<file path="src/bob_map.svh">
// Constants for the bit-operation and relative-jump decoder
`ifndef BOB_MAP_SVH
`define BOB_MAP_SVH

// Data path widths
`define BOB_INSTR_W      16
`define BOB_DATA_W       8
`define BOB_BANK_W       6
`define BOB_DADDR_W      14

// Instruction field positions
`define BOB_F_MSB        7
`define BOB_F_LSB        0
`define BOB_ACC_BIT      8
`define BOB_BIT_MSB      11
`define BOB_BIT_LSB      9
`define BOB_NIB_MSB      15
`define BOB_NIB_LSB      12
`define BOB_JMP_OPC_LSB  11
`define BOB_OFF_MSB      10
`define BOB_OFF_LSB      0

// Opcode values
`define BOB_OPC_SET      4'h8
`define BOB_OPC_TEST     4'hb
`define BOB_OPC_JUMP     5'h1a

// Access bank split and bank numbers of its two halves
`define BOB_IDX_LIMIT    8'h5f
`define BOB_ACC_LO_BANK  6'h00
`define BOB_ACC_HI_BANK  6'h3f

// Phases of one instruction cycle
`define BOB_Q1           2'h0
`define BOB_Q2           2'h1
`define BOB_Q3           2'h2
`define BOB_Q4           2'h3

// Flush lengths in instruction cycles
`define BOB_FLUSH_ONE    2'h1

`endif

</file>
<file path="src/bob_pkg.sv">
// Types shared by the decoder and its testbench
`include "bob_map.svh"
package bob_pkg;

    // Instruction kinds this block executes
    typedef enum logic [1:0] {
        kind_none,
        bit_set_file_op,
        bit_test_skip_clear_op,
        relative_jump_op
    } bob_kind_t;

    // Sequencer states
    typedef enum logic {
        st_exec,
        st_flush
    } bob_state_t;

    // Request towards the file register array
    typedef struct packed {
        logic [`BOB_DADDR_W-1:0] addr;
        logic                    rd;
        logic                    wr;
        logic [`BOB_DATA_W-1:0]  wdata;
    } bob_file_req_t;

endpackage

</file>
<file path="src/bob_addr_sel.sv">
// Resolves the 8-bit file field into a full data memory address
`timescale 1ns/1ns
`include "bob_map.svh"
module bob_addr_sel (
    // Operand fields
    input  wire logic [7:0]              f_addr,
    input  wire logic                    acc_bit,
    // Addressing context
    input  wire logic [`BOB_BANK_W-1:0]  bank_select_register,
    input  wire logic                    ext_set_en,
    input  wire logic [`BOB_DADDR_W-1:0] index_base,
    // Result
    output logic      [`BOB_DADDR_W-1:0] data_addr
);

    // Bank choice: indexed mode beats the access bank, banked mode uses the select value
    always_comb begin
        if (acc_bit) begin
            // Banked: select register supplies the upper bits
            data_addr = {bank_select_register, f_addr};
        end else if (ext_set_en && (f_addr <= `BOB_IDX_LIMIT)) begin
            // Indexed literal offset; wraps at the top of data memory
            data_addr = index_base + {{(`BOB_DADDR_W-8){1'b0}}, f_addr};
        end else if (f_addr <= `BOB_IDX_LIMIT) begin
            // Lower half of the access bank
            data_addr = {`BOB_ACC_LO_BANK, f_addr};
        end else begin
            // Upper half of the access bank maps onto the special registers
            data_addr = {`BOB_ACC_HI_BANK, f_addr};
        end
    end

endmodule

</file>
<file path="src/bob_decode.sv">
// Decode and execute of bit set, bit test-skip-if-clear and relative jump
`timescale 1ns/1ns
`include "bob_map.svh"
module bob_decode #(
    parameter int PC_W = 16                          // Program counter width, at least 12
) (
    // Clock and reset
    input  wire logic                    clk,
    input  wire logic                    rstn,
    // Instruction stream
    input  wire logic [`BOB_INSTR_W-1:0] instr_word,  // Word to execute, taken in Q1
    input  wire logic [1:0]              next_words,  // Length of the prefetched instruction
    input  wire logic [PC_W-1:0]         pc_inc,      // Program counter already advanced
    // Addressing context
    input  wire logic [`BOB_BANK_W-1:0]  bank_select_register,
    input  wire logic                    ext_set_en,
    input  wire logic [`BOB_DADDR_W-1:0] index_base,
    // File register port
    input  wire logic [`BOB_DATA_W-1:0]  file_rdata,  // Valid in Q2 of a read
    output bob_pkg::bob_file_req_t       file_req,
    // Program flow
    output logic                         pc_load,
    output logic      [PC_W-1:0]         pc_target,
    output logic                         idle_cycle,
    output logic      [1:0]              q_phase
);

    // Sign-extended, doubled jump displacement
    function automatic logic [PC_W-1:0] jump_disp(input logic [10:0] n);
        jump_disp = {{(PC_W-12){n[10]}}, n, 1'b0};
    endfunction

    // Single-bit mask from the three-bit index
    function automatic logic [`BOB_DATA_W-1:0] bit_mask(input logic [2:0] b);
        bit_mask = `BOB_DATA_W'(8'h01 << b);
    endfunction

    bob_pkg::bob_kind_t      kind_reg;        // Instruction in execution
    bob_pkg::bob_kind_t      kind_next;       // Decode of the incoming word
    bob_pkg::bob_state_t     state_reg;       // Executing or flushing
    bob_pkg::bob_state_t     state_next;      // State for the next instruction cycle
    bob_pkg::bob_file_req_t  file_req_reg;    // Registered file request
    logic [1:0]              q_reg;           // Current phase
    logic [2:0]              bit_reg;         // Bit index of the operation
    logic [10:0]             off_reg;         // Jump offset
    logic [`BOB_DATA_W-1:0]  data_reg;        // File value read in Q2
    logic                    skip_reg;        // Tested bit was clear
    logic [1:0]              flush_cnt_reg;   // Instruction cycles left to flush
    logic                    pc_load_reg;     // Program counter write strobe
    logic [PC_W-1:0]         pc_target_reg;   // Jump destination
    logic                    idle_reg;        // Current cycle is a flush
    logic [`BOB_DADDR_W-1:0] resolved_addr;   // Address of the incoming operand
    logic                    exec_q1;         // Decode slot of an executing cycle

    assign exec_q1 = (state_reg == bob_pkg::st_exec) && (q_reg == `BOB_Q1);

    // Operand address for the incoming word
    bob_addr_sel u_addr_sel (
        .f_addr               (instr_word[`BOB_F_MSB:`BOB_F_LSB]),
        .acc_bit              (instr_word[`BOB_ACC_BIT]),
        .bank_select_register (bank_select_register),
        .ext_set_en           (ext_set_en),
        .index_base           (index_base),
        .data_addr            (resolved_addr)
    );

    // Opcode decode; everything else is left to the rest of the core
    always_comb begin
        if (instr_word[`BOB_NIB_MSB:`BOB_NIB_LSB] == `BOB_OPC_SET) begin
            kind_next = bob_pkg::bit_set_file_op;
        end else if (instr_word[`BOB_NIB_MSB:`BOB_NIB_LSB] == `BOB_OPC_TEST) begin
            kind_next = bob_pkg::bit_test_skip_clear_op;
        end else if (instr_word[`BOB_NIB_MSB:`BOB_JMP_OPC_LSB] == `BOB_OPC_JUMP) begin
            kind_next = bob_pkg::relative_jump_op;
        end else begin
            kind_next = bob_pkg::kind_none;
        end
    end

    // Phase counter, free running from reset
    always_ff @(posedge clk) begin
        if (!rstn) begin
            q_reg <= `BOB_Q1;
        end else begin
            q_reg <= q_reg + 2'h1;
        end
    end

    // Instruction capture in Q1; flush cycles ignore the word on the bus
    always_ff @(posedge clk) begin
        if (!rstn) begin
            kind_reg <= bob_pkg::kind_none;
            bit_reg  <= 3'h0;
            off_reg  <= 11'h000;
        end else if (exec_q1) begin
            kind_reg <= kind_next;
            bit_reg  <= instr_word[`BOB_BIT_MSB:`BOB_BIT_LSB];
            off_reg  <= instr_word[`BOB_OFF_MSB:`BOB_OFF_LSB];
        end else if (q_reg == `BOB_Q1) begin
            kind_reg <= bob_pkg::kind_none;   // Idle cycle runs no operation
        end
    end

    // File port: read in Q2, write back in Q4 of the same instruction cycle
    always_ff @(posedge clk) begin
        if (!rstn) begin
            file_req_reg <= '0;
        end else begin
            case (q_reg)
                `BOB_Q1: begin
                    // Both bit instructions read the operand
                    file_req_reg.addr <= resolved_addr;
                    file_req_reg.rd   <= exec_q1 &&
                                         ((kind_next == bob_pkg::bit_set_file_op) ||
                                          (kind_next == bob_pkg::bit_test_skip_clear_op));
                end
                `BOB_Q2: begin
                    file_req_reg.rd <= 1'b0;
                end
                `BOB_Q3: begin
                    // Modify one bit only, rest of the byte passes through
                    file_req_reg.wr    <= (kind_reg == bob_pkg::bit_set_file_op);
                    file_req_reg.wdata <= data_reg | bit_mask(bit_reg);
                end
                `BOB_Q4: begin
                    file_req_reg.wr <= 1'b0;
                end
                default: begin
                    file_req_reg <= '0;
                end
            endcase
        end
    end

    // Operand capture at the end of Q2 and the bit test in Q3
    always_ff @(posedge clk) begin
        if (!rstn) begin
            data_reg <= '0;
            skip_reg <= 1'b0;
        end else begin
            if (q_reg == `BOB_Q2) begin
                data_reg <= file_rdata;
            end
            if (q_reg == `BOB_Q3) begin
                // Clear bit requests a skip; no flag is touched
                skip_reg <= (kind_reg == bob_pkg::bit_test_skip_clear_op) &&
                            !data_reg[bit_reg];
            end
        end
    end

    // Jump: target computed in Q3 and written in Q4 of the first cycle
    always_ff @(posedge clk) begin
        if (!rstn) begin
            pc_load_reg   <= 1'b0;
            pc_target_reg <= '0;
        end else if (q_reg == `BOB_Q3) begin
            pc_load_reg   <= (kind_reg == bob_pkg::relative_jump_op);
            pc_target_reg <= pc_inc + jump_disp(off_reg);
        end else begin
            pc_load_reg   <= 1'b0;
        end
    end

    // Next instruction cycle: jump and taken skip both flush the prefetch
    always_comb begin
        state_next = state_reg;
        case (state_reg)
            bob_pkg::st_exec: begin
                if (kind_reg == bob_pkg::relative_jump_op || skip_reg) begin
                    state_next = bob_pkg::st_flush;
                end
            end
            bob_pkg::st_flush: begin
                if (flush_cnt_reg <= `BOB_FLUSH_ONE) begin
                    state_next = bob_pkg::st_exec;
                end
            end
            default: begin
                state_next = bob_pkg::st_exec;
            end
        endcase
    end

    // Sequencer advances once per instruction cycle, at the end of Q4
    always_ff @(posedge clk) begin
        if (!rstn) begin
            state_reg     <= bob_pkg::st_exec;
            flush_cnt_reg <= 2'h0;
            idle_reg      <= 1'b0;
        end else if (q_reg == `BOB_Q4) begin
            state_reg <= state_next;
            idle_reg  <= (state_next == bob_pkg::st_flush);
            if (state_reg == bob_pkg::st_exec) begin
                if (kind_reg == bob_pkg::relative_jump_op) begin
                    flush_cnt_reg <= `BOB_FLUSH_ONE;
                end else if (next_words == 2'h0) begin
                    flush_cnt_reg <= `BOB_FLUSH_ONE;   // Zero length treated as one word
                end else begin
                    flush_cnt_reg <= next_words;
                end
            end else begin
                flush_cnt_reg <= flush_cnt_reg - 2'h1;
            end
        end
    end

    // Outputs straight from flip-flops
    assign file_req   = file_req_reg;
    assign pc_load    = pc_load_reg;
    assign pc_target  = pc_target_reg;
    assign idle_cycle = idle_reg;
    assign q_phase    = q_reg;
endmodule

</file>
<file path="config.mk">
export PLATFORM = sky130hd
export DESIGN_NAME = bob_decode
export DESIGN_NICKNAME = d
export VERILOG_FILES = /design/src/bob_pkg.sv /design/src/bob_addr_sel.sv /design/src/bob_decode.sv
export VERILOG_INCLUDE_DIRS = /design/src
export SDC_FILE = /design/constraint.sdc
export NUM_CORES = 1
export LEC_CHECK = 0
export BUFFER_PORTS_ARGS = -buffer_cell sky130_fd_sc_hd__buf_2
export CAP_MARGIN = 20
export CORE_AREA = 4 4 92 94
export CTS_CLUSTER_DIAMETER = 40
export DETAILED_ROUTE_END_ITERATION = 10
export DIE_AREA = 0 0 96 98
export PLACE_DENSITY_LB_ADDON = 0.08
export SYNTH_ARGS = -nofsm -noshare
export SYNTH_HDL_FRONTEND = slang
export SYNTH_HIERARCHICAL = 1
export SYNTH_SLANG_ARGS = --single-unit
</file>
<file path="constraint.sdc">
create_clock -name clk -period 3.25 [get_ports clk]
set_clock_uncertainty 0.1 [all_clocks]
set_input_delay 0.325 -clock clk [delete_from_list [all_inputs] [get_ports clk]]
set_output_delay 0.325 -clock clk [all_outputs]
set_load 0.05 [all_outputs]
</file>
==> results.sh <==
export IMPL_outcome="finished, final reports clean"
export IMPL_netlist_area_um2=4150
export IMPL_ctsLongestPathBuffers=2
export IMPL_cp_arrival_ps=2290
export IMPL_power_leakage_nw=2.27
export IMPL_synth_xor_area_frac=0.0401
export IMPL_grt_ovfl_total=0
export IMPL_drt_iter0_markers=153
export IMPL_hold_class="in -> reg"
export IMPL_worstHoldStart="instr_word[10]"
export IMPL_root_buffer="clkbuf_8"
export IMPL_cp_required_ps=3380
export IMPL_n_antenna_cell=0
export IMPL_hold_path_end="bit_reg[1]"
export IMPL_fin_nets=670
export IMPL_synth_seq_cells=69
export IMPL_vias=3740
export IMPL_clk_latency_ps=350
export IMPL_htreeDepth=3
export IMPL_synth_top_area_cell="dfxtp_1"
export IMPL_dpl_cell_area_um2=4740
export IMPL_max_stage_delay_ps=440
export IMPL_whs_path_depth=3
export IMPL_drt_pass1_iterations=6
export IMPL_core_area_um2=7650
export IMPL_cts_tree="built"
export IMPL_synth_nets=569
export IMPL_path_delay_family="compound AO/OA/AOI/OAI gates"
export IMPL_synth_edf_count=0
export IMPL_synth_flop_cell="dfxtp_1"
export IMPL_min_period_ps=2160
export IMPL_ios=109
export IMPL_antenna_found_initial=0
export IMPL_whs_ps=129
export IMPL_synthTopCellsByArea="dfxtp_1 33%, ha_1 8.1%, mux2i_1 7.2%, nand2_1 4.8%, a21oi_1 4.7%"
export IMPL_setup_viol=0
export IMPL_switching_share=0.327
export IMPL_synth_simple_area_share=0.178
export IMPL_first_global_vias=3679
export IMPL_crit_fanout=3
export IMPL_rows=32
export IMPL_cts_setup_buffers=0
export IMPL_r2r_start="off_reg[0]"
export IMPL_design_area_um2=4990
export IMPL_p_int_mw=1.71
export IMPL_ant_nets=0
export IMPL_synthTopCellsByCount="69 x dfxtp_1, 53 x nand2_1, 39 x a21oi_1"
export IMPL_pwr_share_clk=0.350
export IMPL_cts_buffers=9
export IMPL_track_usage=0.225
export IMPL_synth_compound_area_frac=0.228
export IMPL_synth_top_family_by_area="compound AO/OA/AOI/OAI gates"
export IMPL_p_sw_mw=0.828
export IMPL_wirelength_um=10100
export IMPL_yosysSeqAreaShare=0.333
export IMPL_cp_num_buf_inv=1
export IMPL_powerDensity_nw_per_um2=507
export IMPL_start_util=0.542
export IMPL_pwr_share_comb=0.273
export IMPL_r2r_setup_slack_ps=1120
export IMPL_async_reset_ff_frac=0
export IMPL_cap_violations=0
export IMPL_peakVddDrop_v=0.000275
export IMPL_dpl_hpwl_um=7760
export IMPL_fin_tns_setup_ps=0
export IMPL_ctsHoldBuffers=0
export IMPL_slew_limit_headroom=0.522
export IMPL_avgSynthCellArea_um2=8.73
export IMPL_die_area_um2=9410
export IMPL_worst_slew_pin_slew_ps=715
export IMPL_ys_types=58
export IMPL_globalplace_congestion=0.935
export IMPL_finalCritPeriodShare=0.664
export IMPL_die_y_um=98
export IMPL_path_class="in -> reg"
export IMPL_path_clk_slew_ps=70
export IMPL_port_buffers=108
export IMPL_areaGrowthSynthToFinish_pct=20.4
export IMPL_synth_top_area_share=0.333
export IMPL_start_kind="primary input"
export IMPL_grt_pass1_wl_um=16800
export IMPL_cts_resized=0
export IMPL_largest_register_ffs=24
export IMPL_power_total_mw=2.53
export IMPL_drive_above_1_share=0.256
export IMPL_crit_chain="buf_2 > ha_1 > fa_1 > a211oi_1 > o21ai_1 > a31oi_1 > xor2_1 > o21ai_1 > mux2i_1 > nor2b_1"
export IMPL_synth_adder_area_share=0.0911
export IMPL_max_freq_ghz=0.463
export IMPL_synth_mux_area_frac=0.0887
export IMPL_rsz0062_at_grt="false"
export IMPL_via_per_inst=5.48
export IMPL_syn_inst=475
export IMPL_synth_warnings=6
export IMPL_endpoint_kind="flop"
export IMPL_wl_per_cell_um=14.8
export IMPL_worst_r2r_cell_count=7
export IMPL_hold_viol_final=0
export IMPL_yosysMostFrequentCell="dfxtp_1"
export IMPL_grt_max_degree=38
export IMPL_cp_common_cell="o21ai_1"
export IMPL_slew_violations=0
export IMPL_die_w_um=96
export IMPL_p_seq_frac=0.376
export IMPL_cp_slowest_cell="fa_1"
export IMPL_clkSinkCount=69
export IMPL_r2r_end="pc_target[15]"
export IMPL_drc=0
[layer usage]
layer | track usage | up-vias | part of all wire
met2 | 0.359 | 97 | 0.48
met1 | 0.291 | 1718 | 0.44
met4 | 0.0897 | 0 | 0.020
li1 | - | 1907 | -
met5 | 0 | - | 0
met3 | 0.0501 | 18 | 0.065
[worst max-delay path by stage]
stage                        end  depth (start not counted)           from
floorplan           file_req[18]                          9  index_base[0]
global placement    file_req[18]                         10  index_base[0]
detailed placement  file_req[18]                         10  instr_word[0]
CTS                 file_req[18]                         10  instr_word[0]
global route         file_req[9]                          8     q_phase[0]
finish              file_req[18]                         10  instr_word[0]
[worst reg2reg max path: stages (launching register included)]
cell,delay [ps]
dfxtp_1,320
ha_1,210
fa_1,440
a21oi_2,220
o211ai_2,140
o211a_1,150
o311a_1,330
a211oi_1,150
[metrics by stage]
stage / util / instances / setup slack (ps)
6_report: 0.653 / 683 / 1090
5_1_grt: 0.653 / 683 / 828
4_1_cts: 0.653 / 683 / 1090
3_5_place_dp: 0.619 / 667 / 733
3_3_place_gp: 0.619 / 667 / 774
2_1_floorplan: - / 475 / 1070
[cells by family after synthesis]
family	count (synthesis)
mux	34
xor+xnor	19
flops	69
compound gates	143
buf+inv	38
fa+ha+maj	29
simple gates	143
[layout make-up]
cell class / instances / area, µm²
multi-input cells: 368 / 2600
clock inverters: 5 / 106
inverters: 16 / 60.1
clock buffers: 11 / 151
well taps: 102 / 128
flip-flops and latches: 69 / 1380
fillers: 697 / 2650
repair buffers: 112 / 571
[placed cells by master, fill, tap and decap left out, drive strengths merged, types with 11 or more instances in the layout]
master  instances
mux2i          30
clkbuf         11
nor2b          31
buf           112
a21oi          43
xor2           13
o211ai         12
dfxtp          69
o21ai          36
nand2          54
inv            15
ha             27
nor2           14
a21boi         16
[power by group through the flow]
| stage | sequential, mW | combinational [mW] | clock [mW] |
|---|---|---|---|
| final | 0.954 | 0.692 | 0.888 |
| after global routing | 0.962 | 0.764 | 0.942 |
| after CTS | 0.954 | 0.694 | 0.903 |
| after detailed placement | 0.973 | 0.692 | 0 |
| after global placement | 0.970 | 0.681 | 0 |
| after floorplan | 1.11 | 0.376 | 0 |
No activity file was read; power rests on OpenSTA's default activity.
